**src/vfbm_pkg.sv**
```systemverilog
// vfbm_pkg: constants, register map and carrier types for the valve feedback bitmap block
// assumes a 25 MHz system clock and a 32-bit classic wishbone register bus
package vfbm_pkg;

   localparam int unsigned CLK_HZ        = 25_000_000;
   localparam int unsigned FLASH_MS      = 250;
   localparam int unsigned FLASH_CYC     = (CLK_HZ / 1000) * FLASH_MS;

   // register byte offsets
   localparam logic [7:0] CTRL_OFS      = 8'h00;
   localparam logic [7:0] STATUS_OFS    = 8'h04;
   localparam logic [7:0] IRQ_STAT_OFS  = 8'h08;
   localparam logic [7:0] IRQ_MASK_OFS  = 8'h0c;

   // control register fields
   localparam int unsigned CTRL_US_BIT     = 0;
   localparam int unsigned CTRL_NC_BIT     = 1;
   localparam int unsigned CTRL_FAULT_BIT  = 2;

   // status register fields
   localparam int unsigned ST_FB_LSB       = 0;
   localparam int unsigned ST_US_ACT_BIT   = 5;
   localparam int unsigned ST_THREE_BIT    = 6;
   localparam int unsigned ST_SEL_LSB      = 8;

   // interrupt events
   localparam int unsigned IRQ_W           = 3;
   localparam int unsigned IRQ_FB_BIT      = 0;
   localparam int unsigned IRQ_FAULT_BIT   = 1;
   localparam int unsigned IRQ_US_BIT      = 2;

   // reset values
   localparam logic [2:0]       CTRL_RST     = 3'h0;
   localparam logic [IRQ_W-1:0] IRQ_MASK_RST = 3'h0;

   // select presses that arm the mapping toggle
   localparam logic [2:0] SEL_ARM = 3'h5;

   // edges after reset release before the synchronised strap holds the pin
   localparam logic [1:0] STRAP_WAIT = 2'h2;

   typedef struct packed {
      logic all_closed_feedback;
      logic main_open;
      logic upper_fb;
      logic lower_fb;
      logic valve_state;
   } vfbm_fb_t;

   localparam vfbm_fb_t FB_RST = '{1'b1, 1'b0, 1'b0, 1'b0, 1'b1};

   typedef struct packed {
      logic main_solenoid;
      logic upper_lift_solenoid;
      logic lower_push_solenoid;
   } vfbm_cmd_t;

   typedef struct packed {
      logic upper_closed;
      logic upper_lifted;
      logic lower_closed;
      logic lower_open;
      logic lower_push;
   } vfbm_seat_t;

   typedef enum logic [1:0] {
      KEY_IDLE  = 2'b00,
      KEY_COUNT = 2'b01,
      KEY_ARMED = 2'b11
   } vfbm_key_t;

endpackage

```
**src/vfbm_sync.sv**
```systemverilog
// vfbm_sync: two-flop synchroniser for a group of pin inputs
// assumes the inputs are asynchronous levels and clk_i is the system clock
module vfbm_sync #(
   parameter int unsigned W = 1
) (
   input  wire logic         clk_i,
   input  wire logic         sys_rst_i,
   input  wire logic [W-1:0] d_i,
   output logic      [W-1:0] q_o
);

   logic [W-1:0] meta;

   // first stage feeds only the second stage
   always_ff @(posedge clk_i) begin
      if (sys_rst_i) begin
         meta <= '0;
         q_o  <= '0;
      end else begin
         meta <= d_i;
         q_o  <= meta;
      end
   end

endmodule

```
**src/vfbm_top.sv**
```systemverilog
// vfbm_top: maps solenoid commands and seat positions onto plc feedback outputs
// assumes pins are asynchronous to clk_i and a classic wishbone master on the bus
//
// How it works
// - one-solenoid unit: idle gives closed=1, main on gives open=1, state high
// - three-solenoid default: idle with both seats closed gives only all-closed
// - default: main on and lower seat open gives only main-open
// - default: upper lift on, upper lifted, lower closed gives only upper-lift
// - default: lower push on, lower pushed, upper closed gives only lower-push
// - us mapping exists only on the three-solenoid unit, for all interfaces
// - five select presses arm the toggle, enter flips it; also a bus parameter
// - us mapping is off after reset and may be enabled at any time
// - restore to defaults leaves the us mapping setting untouched
// - us mapping turns upper and lower outputs into seat-closed indications
// - us idle both closed: all-closed, upper and lower closed high, main low
// - us: main gives main-open, upper lift gives lower, lower push gives upper
// - us result ignores whether the seat-lift sensor is normally open or closed
// - any fail-safe fault pulls the valve-state line low
//
// Local design decisions: the Wishbone register port and the register addresses.
module vfbm_top
   import vfbm_pkg::*;
#(
   parameter int unsigned FLASH_CYCLES = FLASH_CYC
) (
   input  wire logic        clk_i,
   input  wire logic        sys_rst_i,
   // wishbone classic slave
   input  wire logic        wb_cyc_i,
   input  wire logic        wb_stb_i,
   input  wire logic        wb_we_i,
   input  wire logic [7:0]  wb_adr_i,
   input  wire logic [3:0]  wb_sel_i,
   input  wire logic [31:0] wb_dat_i,
   output logic      [31:0] wb_dat_o,
   output logic             wb_ack_o,
   // plc commands and sensors (pins)
   input  wire logic        command_bit_one_i,
   input  wire logic        command_bit_two_i,
   input  wire logic        command_bit_three_i,
   input  wire logic        upper_closed_i,
   input  wire logic        upper_lift_sense_i,
   input  wire logic        lower_closed_i,
   input  wire logic        lower_open_i,
   input  wire logic        lower_push_i,
   input  wire logic        fault_i,
   input  wire logic        three_solenoid_i,
   input  wire logic        select_key_i,
   input  wire logic        enter_key_i,
   input  wire logic        restore_i,
   // plc feedback
   output logic             feedback_bit_zero_o,
   output logic             feedback_bit_one_o,
   output logic             feedback_bit_two_o,
   output logic             feedback_bit_three_o,
   output logic             valve_state_o,
   output logic             led8_flash_o,
   output logic             irq_o
);

   localparam int unsigned NPIN = 13;
   logic [NPIN-1:0] pin_raw;
   logic [NPIN-1:0] pin_s;
   assign pin_raw = {command_bit_one_i, command_bit_two_i, command_bit_three_i,
                     upper_closed_i, upper_lift_sense_i, lower_closed_i,
                     lower_open_i, lower_push_i, fault_i, three_solenoid_i,
                     select_key_i, enter_key_i, restore_i};
   vfbm_sync #(.W(NPIN)) u_sync (
      .clk_i     (clk_i),
      .sys_rst_i (sys_rst_i),
      .d_i       (pin_raw),
      .q_o       (pin_s)
   );
   vfbm_cmd_t  cmd;
   vfbm_seat_t seat;
   logic       fault_s;
   logic       three_s;
   logic       sel_s;
   logic       ent_s;
   logic       rst_s;
   assign cmd.main_solenoid       = pin_s[12];
   assign cmd.upper_lift_solenoid = pin_s[11];
   assign cmd.lower_push_solenoid = pin_s[10];
   assign seat.upper_closed       = pin_s[9];
   assign seat.lower_closed       = pin_s[7];
   assign seat.lower_open         = pin_s[6];
   assign seat.lower_push         = pin_s[5];
   assign fault_s                 = pin_s[4];
   assign three_s                 = pin_s[3];
   assign sel_s                   = pin_s[2];
   assign ent_s                   = pin_s[1];
   assign rst_s                   = pin_s[0];
   // configuration and state
   logic [2:0]       ctrl;
   logic             three_sol;
   logic             strap_taken;
   logic [1:0]       strap_wait;
   logic [IRQ_W-1:0] irq_stat;
   logic [IRQ_W-1:0] irq_mask;
   vfbm_fb_t         fb;
   vfbm_key_t        key_st;
   logic [2:0]       sel_cnt;
   logic             sel_d;
   logic             ent_d;
   logic             rst_d;
   logic             fault_d;
   logic [22:0]      flash_cnt;
   logic             flash;
   logic us_en;
   logic sensor_nc;
   logic sw_fault;
   assign us_en     = ctrl[CTRL_US_BIT];
   assign sensor_nc = ctrl[CTRL_NC_BIT];
   assign sw_fault  = ctrl[CTRL_FAULT_BIT];
   // normally-closed sensor reads inverted; us mapping does not use it
   assign seat.upper_lifted = pin_s[8] ^ sensor_nc;
   // option only takes effect on a three-solenoid unit
   logic us_act;
   assign us_act = us_en & three_sol;
   // key and restore edges
   logic sel_rise;
   logic ent_rise;
   logic rst_rise;
   assign sel_rise = sel_s & ~sel_d;
   assign ent_rise = ent_s & ~ent_d;
   assign rst_rise = rst_s & ~rst_d;
   logic key_toggle;
   assign key_toggle = ent_rise & (key_st == KEY_ARMED) & three_sol;
   // bus decode
   logic bus_req;
   logic bus_wr;
   logic hit_ctrl;
   logic hit_stat;
   logic hit_istat;
   logic hit_imask;
   assign bus_req   = wb_cyc_i & wb_stb_i & ~wb_ack_o;
   assign bus_wr    = bus_req & wb_we_i & wb_sel_i[0];
   assign hit_ctrl  = (wb_adr_i == CTRL_OFS);
   assign hit_stat  = (wb_adr_i == STATUS_OFS);
   assign hit_istat = (wb_adr_i == IRQ_STAT_OFS);
   assign hit_imask = (wb_adr_i == IRQ_MASK_OFS);
   // feedback mapping
   logic none_active;
   logic both_closed;
   assign none_active = ~(cmd.main_solenoid | cmd.upper_lift_solenoid | cmd.lower_push_solenoid);
   assign both_closed = seat.upper_closed & seat.lower_closed;
   vfbm_fb_t next_fb;
   always_comb begin
      next_fb = FB_RST;
      if (!three_sol) begin
         next_fb.all_closed_feedback = ~cmd.main_solenoid;
         next_fb.main_open           = cmd.main_solenoid;
         next_fb.upper_fb            = 1'b0;
         next_fb.lower_fb            = 1'b0;
      end else if (us_act) begin
         next_fb.all_closed_feedback = none_active & both_closed;
         next_fb.main_open           = cmd.main_solenoid & seat.lower_open;
         next_fb.upper_fb            = seat.upper_closed;
         next_fb.lower_fb            = seat.lower_closed;
      end else begin
         next_fb.all_closed_feedback = none_active & both_closed;
         next_fb.main_open           = cmd.main_solenoid & seat.lower_open;
         next_fb.upper_fb            = cmd.upper_lift_solenoid & seat.upper_lifted
                                       & seat.lower_closed;
         next_fb.lower_fb            = cmd.lower_push_solenoid & seat.lower_push
                                       & seat.upper_closed;
      end
      next_fb.valve_state = ~(fault_s | sw_fault);
   end

   // interrupt events; set wins over a same-cycle clear
   logic [IRQ_W-1:0] irq_ev;
   logic [IRQ_W-1:0] irq_clr;
   logic [IRQ_W-1:0] next_irq_stat;
   assign irq_ev[IRQ_FB_BIT]    = (next_fb != fb);
   assign irq_ev[IRQ_FAULT_BIT] = (fault_s | sw_fault) & ~fault_d;
   assign irq_ev[IRQ_US_BIT]    = key_toggle;
   assign irq_clr       = (bus_wr & hit_istat) ? wb_dat_i[IRQ_W-1:0] : '0;
   assign next_irq_stat = (irq_stat & ~irq_clr) | irq_ev;
   // registered feedback, one update per cycle
   always_ff @(posedge clk_i) begin
      if (sys_rst_i) begin
         fb <= FB_RST;
      end else begin
         fb <= next_fb;
      end
   end

   assign feedback_bit_zero_o  = fb.all_closed_feedback;
   assign feedback_bit_one_o   = fb.main_open;
   assign feedback_bit_two_o   = fb.upper_fb;
   assign feedback_bit_three_o = fb.lower_fb;
   assign valve_state_o        = fb.valve_state;
   // variant strap caught once; the sync flops read zero until refilled after reset
   always_ff @(posedge clk_i) begin
      if (sys_rst_i) begin
         three_sol   <= 1'b0;
         strap_taken <= 1'b0;
         strap_wait  <= 2'h0;
      end else if (strap_wait != STRAP_WAIT) begin
         strap_wait  <= strap_wait + 2'h1;
      end else if (!strap_taken) begin
         three_sol   <= three_s;
         strap_taken <= 1'b1;
      end
   end

   // control: us bit off from reset, restore keeps it
   logic [2:0] next_ctrl;
   always_comb begin
      next_ctrl = ctrl;
      if (bus_wr && hit_ctrl) begin
         next_ctrl = wb_dat_i[2:0];
      end
      if (key_toggle) begin
         next_ctrl[CTRL_US_BIT] = ~ctrl[CTRL_US_BIT];
      end
      if (rst_rise) begin
         next_ctrl = {CTRL_RST[2:1], next_ctrl[CTRL_US_BIT]};
      end
   end

   always_ff @(posedge clk_i) begin
      if (sys_rst_i) begin
         ctrl <= CTRL_RST;
      end else begin
         ctrl <= next_ctrl;
      end
   end

   // key sequencer: five select presses arm, enter toggles, restore clears
   always_ff @(posedge clk_i) begin
      if (sys_rst_i) begin
         key_st  <= KEY_IDLE;
         sel_cnt <= 3'h0;
      end else if (rst_rise || ent_rise) begin
         key_st  <= KEY_IDLE;
         sel_cnt <= 3'h0;
      end else begin
         case (key_st)
            KEY_IDLE: begin
               if (sel_rise) begin
                  key_st  <= KEY_COUNT;
                  sel_cnt <= 3'h1;
               end
            end
            KEY_COUNT: begin
               if (sel_rise) begin
                  sel_cnt <= sel_cnt + 3'h1;
                  if (sel_cnt + 3'h1 == SEL_ARM) begin
                     key_st <= KEY_ARMED;
                  end
               end
            end
            KEY_ARMED: begin
               // a sixth press wraps to a fresh count
               if (sel_rise) begin
                  key_st  <= KEY_COUNT;
                  sel_cnt <= 3'h1;
               end
            end
            default: begin
               key_st  <= KEY_IDLE;
               sel_cnt <= 3'h0;
            end
         endcase
      end
   end

   // indicator flash while armed; divider gives the toggle enable
   logic flash_tick;
   assign flash_tick = (flash_cnt == 23'(FLASH_CYCLES - 1));

   always_ff @(posedge clk_i) begin
      if (sys_rst_i) begin
         flash_cnt    <= 23'h0;
         flash        <= 1'b0;
         led8_flash_o <= 1'b0;
      end else begin
         flash_cnt    <= flash_tick ? 23'h0 : flash_cnt + 23'h1;
         if (flash_tick) begin
            flash <= ~flash;
         end
         led8_flash_o <= (key_st == KEY_ARMED) & flash;
      end
   end

   // edge history
   always_ff @(posedge clk_i) begin
      if (sys_rst_i) begin
         sel_d   <= 1'b0;
         ent_d   <= 1'b0;
         rst_d   <= 1'b0;
         fault_d <= 1'b0;
      end else begin
         sel_d   <= sel_s;
         ent_d   <= ent_s;
         rst_d   <= rst_s;
         fault_d <= fault_s | sw_fault;
      end
   end

   // interrupts; restore also clears the mask
   always_ff @(posedge clk_i) begin
      if (sys_rst_i) begin
         irq_stat <= '0;
         irq_mask <= IRQ_MASK_RST;
         irq_o    <= 1'b0;
      end else begin
         irq_stat <= next_irq_stat;
         if (rst_rise) begin
            irq_mask <= IRQ_MASK_RST;
         end else if (bus_wr && hit_imask) begin
            irq_mask <= wb_dat_i[IRQ_W-1:0];
         end
         irq_o <= |(next_irq_stat & irq_mask);
      end
   end

   // read mux; unmapped offsets read zero
   logic [31:0] rd_data;
   assign rd_data = hit_ctrl  ? {29'h0, ctrl} :
                    hit_stat  ? {21'h0, sel_cnt, 1'b0, three_sol, us_act, fb} :
                    hit_istat ? {29'h0, irq_stat} :
                    hit_imask ? {29'h0, irq_mask} : 32'h0;

   // single-cycle ack the cycle after the strobe
   always_ff @(posedge clk_i) begin
      if (sys_rst_i) begin
         wb_ack_o <= 1'b0;
         wb_dat_o <= 32'h0;
      end else begin
         wb_ack_o <= bus_req;
         wb_dat_o <= bus_req ? rd_data : 32'h0;
      end
   end

endmodule

```
**config.mk**
```make
export PLATFORM = sky130hd
export DESIGN_NAME = vfbm_top
export DESIGN_NICKNAME = d
export VERILOG_FILES = /design/src/vfbm_pkg.sv /design/src/vfbm_sync.sv /design/src/vfbm_top.sv
export SDC_FILE = /design/constraint.sdc
export NUM_CORES = 1
export LEC_CHECK = 0
export CORE_ASPECT_RATIO = 0.75
export CORE_MARGIN = 10
export CORE_UTILIZATION = 40
export CTS_CLUSTER_DIAMETER = 100
export DETAILED_ROUTE_END_ITERATION = 7
export DONT_BUFFER_PORTS = 1
export SLEW_MARGIN = 20
export SYNTH_ARGS = -nofsm -noshare
export SYNTH_HDL_FRONTEND = slang
export SYNTH_SLANG_ARGS = --single-unit
```
**constraint.sdc**
```tcl
create_clock -name clk_i -period 4.8 [get_ports clk_i]
set_clock_uncertainty 0.1 [all_clocks]
set_input_delay 0 -clock clk_i [delete_from_list [all_inputs] [get_ports clk_i]]
set_output_delay 0 -clock clk_i [all_outputs]
set_load 0.01 [all_outputs]
```
Word level (Yosys, flattened, before mapping)
Index checks and enable logic that the tools add are counted.
{"block": "op_classes", "n_reduce_logical": 16, "n_addsub": 3, "n_mux": 16, "n_bitwise": 41, "n_eq_ne": 12}
{"cell": "23-bit by 1-bit adder with 23-bit output (second input constant)", "n": 1}
{"cell": "23-bit == test (second input constant)", "n": 1}
{"cell": "1-bit AND", "n": 20}
{"cell": "3-bit two-way mux", "n": 6}
{"cell": "8-bit by 4-bit == test with 1-bit output (second input constant)", "n": 2}
{"cell": "1-bit NOT", "n": 13}
{"cell": "11-bit two-way mux", "n": 1}
{"cell": "2-bit OR reduction", "n": 5}
{"cell": "8-bit by 3-bit == test with 1-bit output (second input constant)", "n": 1}
{"cell": "8-bit logical NOT", "n": 1}
{"cell": "2-bit two-way mux", "n": 4}
{"cell": "3-bit AND", "n": 2}
{"cell": "2-bit inequality test (second input constant)", "n": 3}
{"cell": "3-bit one-hot mux with 2 select lines", "n": 1}
{"cell": "3-bit OR reduction", "n": 2}
{"cell": "5-bit inequality test", "n": 1}
{"cell": "5-bit OR reduction", "n": 1}
{"cell": "4-bit two-way mux", "n": 1}
{"cell": "2-bit one-hot mux with 2 select lines", "n": 1}
{"cell": "2-bit AND reduction", "n": 2}
{"cell": "3-bit by 1-bit adder with 3-bit output (second input constant)", "n": 1}
{"cell": "3-bit == test (second input constant)", "n": 1}
{"cell": "3-bit NOT", "n": 1}
{"cell": "1-bit bitwise OR", "n": 3}
{"cell": "other kinds (11)", "n": 13}
{"block": "totals", "elab_cells": 116, "inputBits": 62, "regBits": 112}

Depth between registers and ports, before layout
{"block": "logic_depth", "ltp_word": 11, "ltp_mapped": 7}

By module
A second synthesis with hierarchy kept.
{"block": "hier_totals", "cells_unflattened": 365, "hier_area_um2": 3562.2}
{"module": "vfbm_top", "instances": 1, "seq_area_each_um2": 1281.2, "cells_each": 311, "area_per_inst_um2": 2861.5}
{"module": "vfbm_sync", "instances": 1, "seq_area_each_um2": 520.5, "cells_each": 54, "area_per_inst_um2": 700.7}

Worst setup path before layout
Ideal clock, no wire load.
{"block": "synth_path", "kind": "reg-to-reg", "startpoint": "register flash_cnt[0]", "endpoint": "register flash_cnt[18]", "stages_incl_launch_ff": 8, "setup_ns": 0.117, "arrival_ns": 1.596, "required_ns": 4.583, "synth_period_minus_slack_ns": 1.813, "path_slack_ns": 2.987, "cell_sequence": "dfxtp_1 > ha_1 > nand4_1 > nor3_1 > and3_1 > nand3_1 > xor2_1 > nor2_1"}
{"block": "synth_between", "elab_chain_cells": 2, "elab_cells_between_ends": 3, "cone_classes": "1 x add/sub; 1 x eq/ne; 1 x reduce/logical"}
{"item": "start, declared", "line_no": "vfbm_top.sv:107", "rtl": "logic [22:0] flash_cnt;"}
{"item": "start signal, assigned", "line_no": "vfbm_top.sv:280", "rtl": "flash_cnt <= flash_tick ? 23'h0 : flash_cnt + 23'h1;"}
{"item": "parallel branches: the longest is 2 deep, another holds 23-bit by 1-bit adder with 23-bit output"}
Parallel ways; which one is timed is not known.
A chain may end at the register's enable or synchronous reset.

Worst setup path after layout
{"block": "layout_path", "startpoint": "register wb_ack_o", "endpoint": "register ctrl[1]"}
{"block": "layout_between", "elab_chain_cells": 5}
{"item": "start, declared", "line_no": "vfbm_top.sv:36", "rtl": "output logic wb_ack_o,"}
{"item": "start signal, assigned", "line_no": "vfbm_top.sv:333", "rtl": "wb_ack_o <= bus_req;"}
{"item": "1-bit NOT", "line_no": "vfbm_top.sv:136", "rtl": "assign bus_req = wb_cyc_i & wb_stb_i & ~wb_ack_o;"}
{"item": "1-bit AND", "line_no": "vfbm_top.sv:136"}
{"item": "1-bit AND (2 in series)", "line_no": "vfbm_top.sv:137", "rtl": "assign bus_wr = bus_req & wb_we_i & wb_sel_i[0];"}
{"item": "1-bit logical AND", "line_no": "vfbm_top.sv:212", "rtl": "if (bus_wr && hit_ctrl) begin"}
{"item": "end signal, assigned", "line_no": "vfbm_top.sv:227", "rtl": "ctrl <= next_ctrl;"}
{"item": "end, declared", "line_no": "vfbm_top.sv:94", "rtl": "logic [2:0] ctrl;"}
No other way between the ends.

==> impl_metrics.env <==
export IMPL_dp_hpwl_um=4750
export IMPL_post_cts_buffers=0
export IMPL_cellLeakagePower_nw=1.64
export IMPL_hold_ws_ps=12.6
export IMPL_grtUsageTotal_pct=10.9
export IMPL_coreArea_um2=8560
export IMPL_peakVddDrop_v=0.000173
export IMPL_final_max_slew_viol_count=0
export IMPL_slowest_delay_ps=600
export IMPL_ys_top_cells_by_area="dfxtp_1, nor2b_1, nor2_1"
export IMPL_cp_required_ps=4990
export IMPL_n_fill_cell=805
export IMPL_synthFlopType="dfxtp_1"
export IMPL_reg2reg_depth=7
export IMPL_report_final_hold_viol_count=0
export IMPL_finalCriticalPeriod_ps=3070
export IMPL_path_max_fanout=4
export IMPL_yosysTopAreaCell="dfxtp_1"
export IMPL_start_util_pct=41.5
export IMPL_worstSetupPathType="register to register"
export IMPL_slew_headroom_pct=58.1
export IMPL_timing_critical_path_to="ctrl[1]$_SDFFE_PP0P_"
export IMPL_synth_cell_types=44
export IMPL_worstPathBufferInverterCount=3
export IMPL_clkSlewWorstSetupHoldPaths_ps=60
export IMPL_clockBufferDepth=2
export IMPL_finalCritPeriodShare_pct=63.9
export IMPL_reg2reg_to="ctrl[1]$_SDFFE_PP0P_"
export IMPL_die_h_um=102
export IMPL_clk_latency_ps=340
export IMPL_fin_cells=514
export IMPL_multi_input_area_um2=1570
export IMPL_hold_path_class="input port to register"
export IMPL_io_buffers=0
export IMPL_cap_viol_max_count=0
export IMPL_cts_buffers=9
export IMPL_worstSetupStartpointType="register"
export IMPL_syn_area_per_cell_um2=9.64
export IMPL_placed_cells=467
export IMPL_rows=29
export IMPL_arrival_ps=3250
export IMPL_fmax_mhz=326
export IMPL_crit_start="wb_ack_o$_SDFF_PP0_"
export IMPL_ys_warnings_count=0
export IMPL_reg2reg_slack_ps=1730
export IMPL_final_nets=471
export IMPL_postRouteAntennaNets=0
export IMPL_synth_top_cell_area_share_pct=50.7
export IMPL_syn_inst=369
export IMPL_endpoint_kind="register"
export IMPL_cts_tree="done"
export IMPL_grt_max_degree=47
export IMPL_dieArea_um2=13100
export IMPL_antenna_found_initial=0
export IMPL_clock_sinks=90
export IMPL_cts_resized=0
export IMPL_tns_ps=0
export IMPL_fp_dieW_um=129
export IMPL_regArea_um2=1800
export IMPL_status="finished, final reports clean"
export IMPL_drt_iter0_drc=122
export IMPL_synthArstFlopShare_pct=0
export IMPL_critPathTopFamily="buffers and inverters"
export IMPL_syn_to_final_growth_pct=18.8
export IMPL_synth_seq_cells=90
export IMPL_grt_pass1_wl_um=11400
export IMPL_drc=0
export IMPL_vias=2431
export IMPL_antenna_cells=0
export IMPL_grt_pass1_vias=2406
export IMPL_io_pins=102
export IMPL_synth_seq_area_share_pct=50.7
export IMPL_slowest_stage="dlygate4sd3_1"
export IMPL_p_per_area_nw_per_um2=405
export IMPL_synth_common_cells="dfxtp_1, nor2_1, nor2b_1, buf_4, nand2_1"
export IMPL_regToRegStartpoint="wb_ack_o$_SDFF_PP0_"
export IMPL_routed_wl_um=6940
export IMPL_setup_viol=0
export IMPL_post_drt_wl_per_cell_um=13.5
export IMPL_dr_pass1_iters=4
export IMPL_cts_root_buf="clkbuf_16"
export IMPL_cp_cell_sequence="nand3b_1 -> dlygate4sd3_1 -> nor3_1 -> nand3_1 -> dlygate4sd3_1 -> a21oi_1 -> dlygate4sd3_1"
export IMPL_worst_pin_slew_ps=622
export IMPL_grt_remaining_overflow=0
export IMPL_cp_depth=7
export IMPL_vias_per_cell=4.73
export IMPL_yosysMostFrequentCell="dfxtp_1"
export IMPL_rsz0062_at_grt="false"
export IMPL_cpMostUsedCell="dlygate4sd3_1"
export IMPL_synth_edff_count=0
export IMPL_layout_drive_gt1_share_pct=5.91
export IMPL_hold_buffers=31
export IMPL_h_tree_depth=3
export IMPL_routabilityCongestion=0.830
export IMPL_synth_area_um2=3560
## layout make-up
class	count	share of cell area (%)
clock inverter	4	2.34
multi-input combinational	254	37.1
clock buffer	12	5.83
sequential	90	42.6
inverter	15	1.33
tap	108	3.20
timing repair buffer	31	7.58
## registers in the layout, indices dropped and copies added, names as in the netlist, 2 cells and up
register     flops
ctrl             3
flash_cnt       23
irq_mask         3
irq_stat         3
key_st           2
sel_cnt          3
strap_wait       2
u_sync.meta     13
u_sync.q_o      13
wb_dat_o        10
## metrics by stage
stage | total power, mW | worst slack, ps | instance area [um2] | utilization (%)
floorplan | 0.903 | 2990 | 3640 | -
global placement | 0.895 | 2680 | 3560 | 41.6
detailed placement | 0.899 | 2640 | 3560 | 41.6
CTS | 1.73 | 1770 | 4230 | 49.3
global route | 1.79 | 1580 | 4230 | 49.3
finish | 1.71 | 1730 | 4230 | 49.3
## layer usage
layer | vias to the layer above | track usage, % | part of all wire (%)
li1 | 1241 | - | -
met5 | - | 0 | 0
met2 | 61 | 17.0 | 44
met4 | 0 | 5.06 | 2.0
met3 | 11 | 5.27 | 8.6
met1 | 1118 | 12.4 | 45
## worst reg2reg max path, cell delays in order, from the launching register on
cell and delay, ps:
dfxtp_1 340, nand3b_1 190, dlygate4sd3_1 600, nor3_1 410, nand3_1 130, dlygate4sd3_1 570
a21oi_1 130, dlygate4sd3_1 550
## worst min path at each step
stage / to / depth (start not counted) / start / slack, ps
6_report: irq_stat[1]$_SDFF_PP0_ / 3 / wb_adr_i[2] / 10
5_1_grt: irq_stat[1]$_SDFF_PP0_ / 3 / wb_adr_i[2] / 30
4_1_cts: irq_stat[1]$_SDFF_PP0_ / 3 / wb_adr_i[2] / 3
3_5_place_dp: u_sync.meta[4]$_SDFF_PP0_ / 1 / sys_rst_i / -20
3_3_place_gp: u_sync.meta[4]$_SDFF_PP0_ / 1 / sys_rst_i / -20
2_1_floorplan: fault_d$_SDFF_PP0_ / 1 / sys_rst_i / -20
## cells by family after synthesis
group	synth area share [%]
AOI/OAI and AO/OA	5.03
DFF	50.7
other	0.105
and+or+nand+nor	23.7
xor gates and xnor gates	7.14
buffers and inverters	7.53
muxes	3.02
adders and majority gates	2.81
## where the power goes
part | switching [mW] | internal (mW) | leakage [nW]
sequential | 0.0171 | 0.777 | 0.733
combinational | 0.0629 | 0.0520 | 0.742
clock | 0.278 | 0.524 | 0.167
total | 0.358 | 1.35 | 1.64
## cells in the final DEF (no fill, tap or decap), types with 13 or more instances in the layout
cell,Yosys,routed
conb_1,1,22
dfxtp_1,90,90
dlygate4sd3_1,0,30
inv_1,15,15
nand2_1,18,18
nand3_1,14,14
nor2_1,51,51
nor2b_1,32,32
xnor2_1,13,13
xor2_1,16,16
Note: power is estimated with default switching activity, not from simulation.
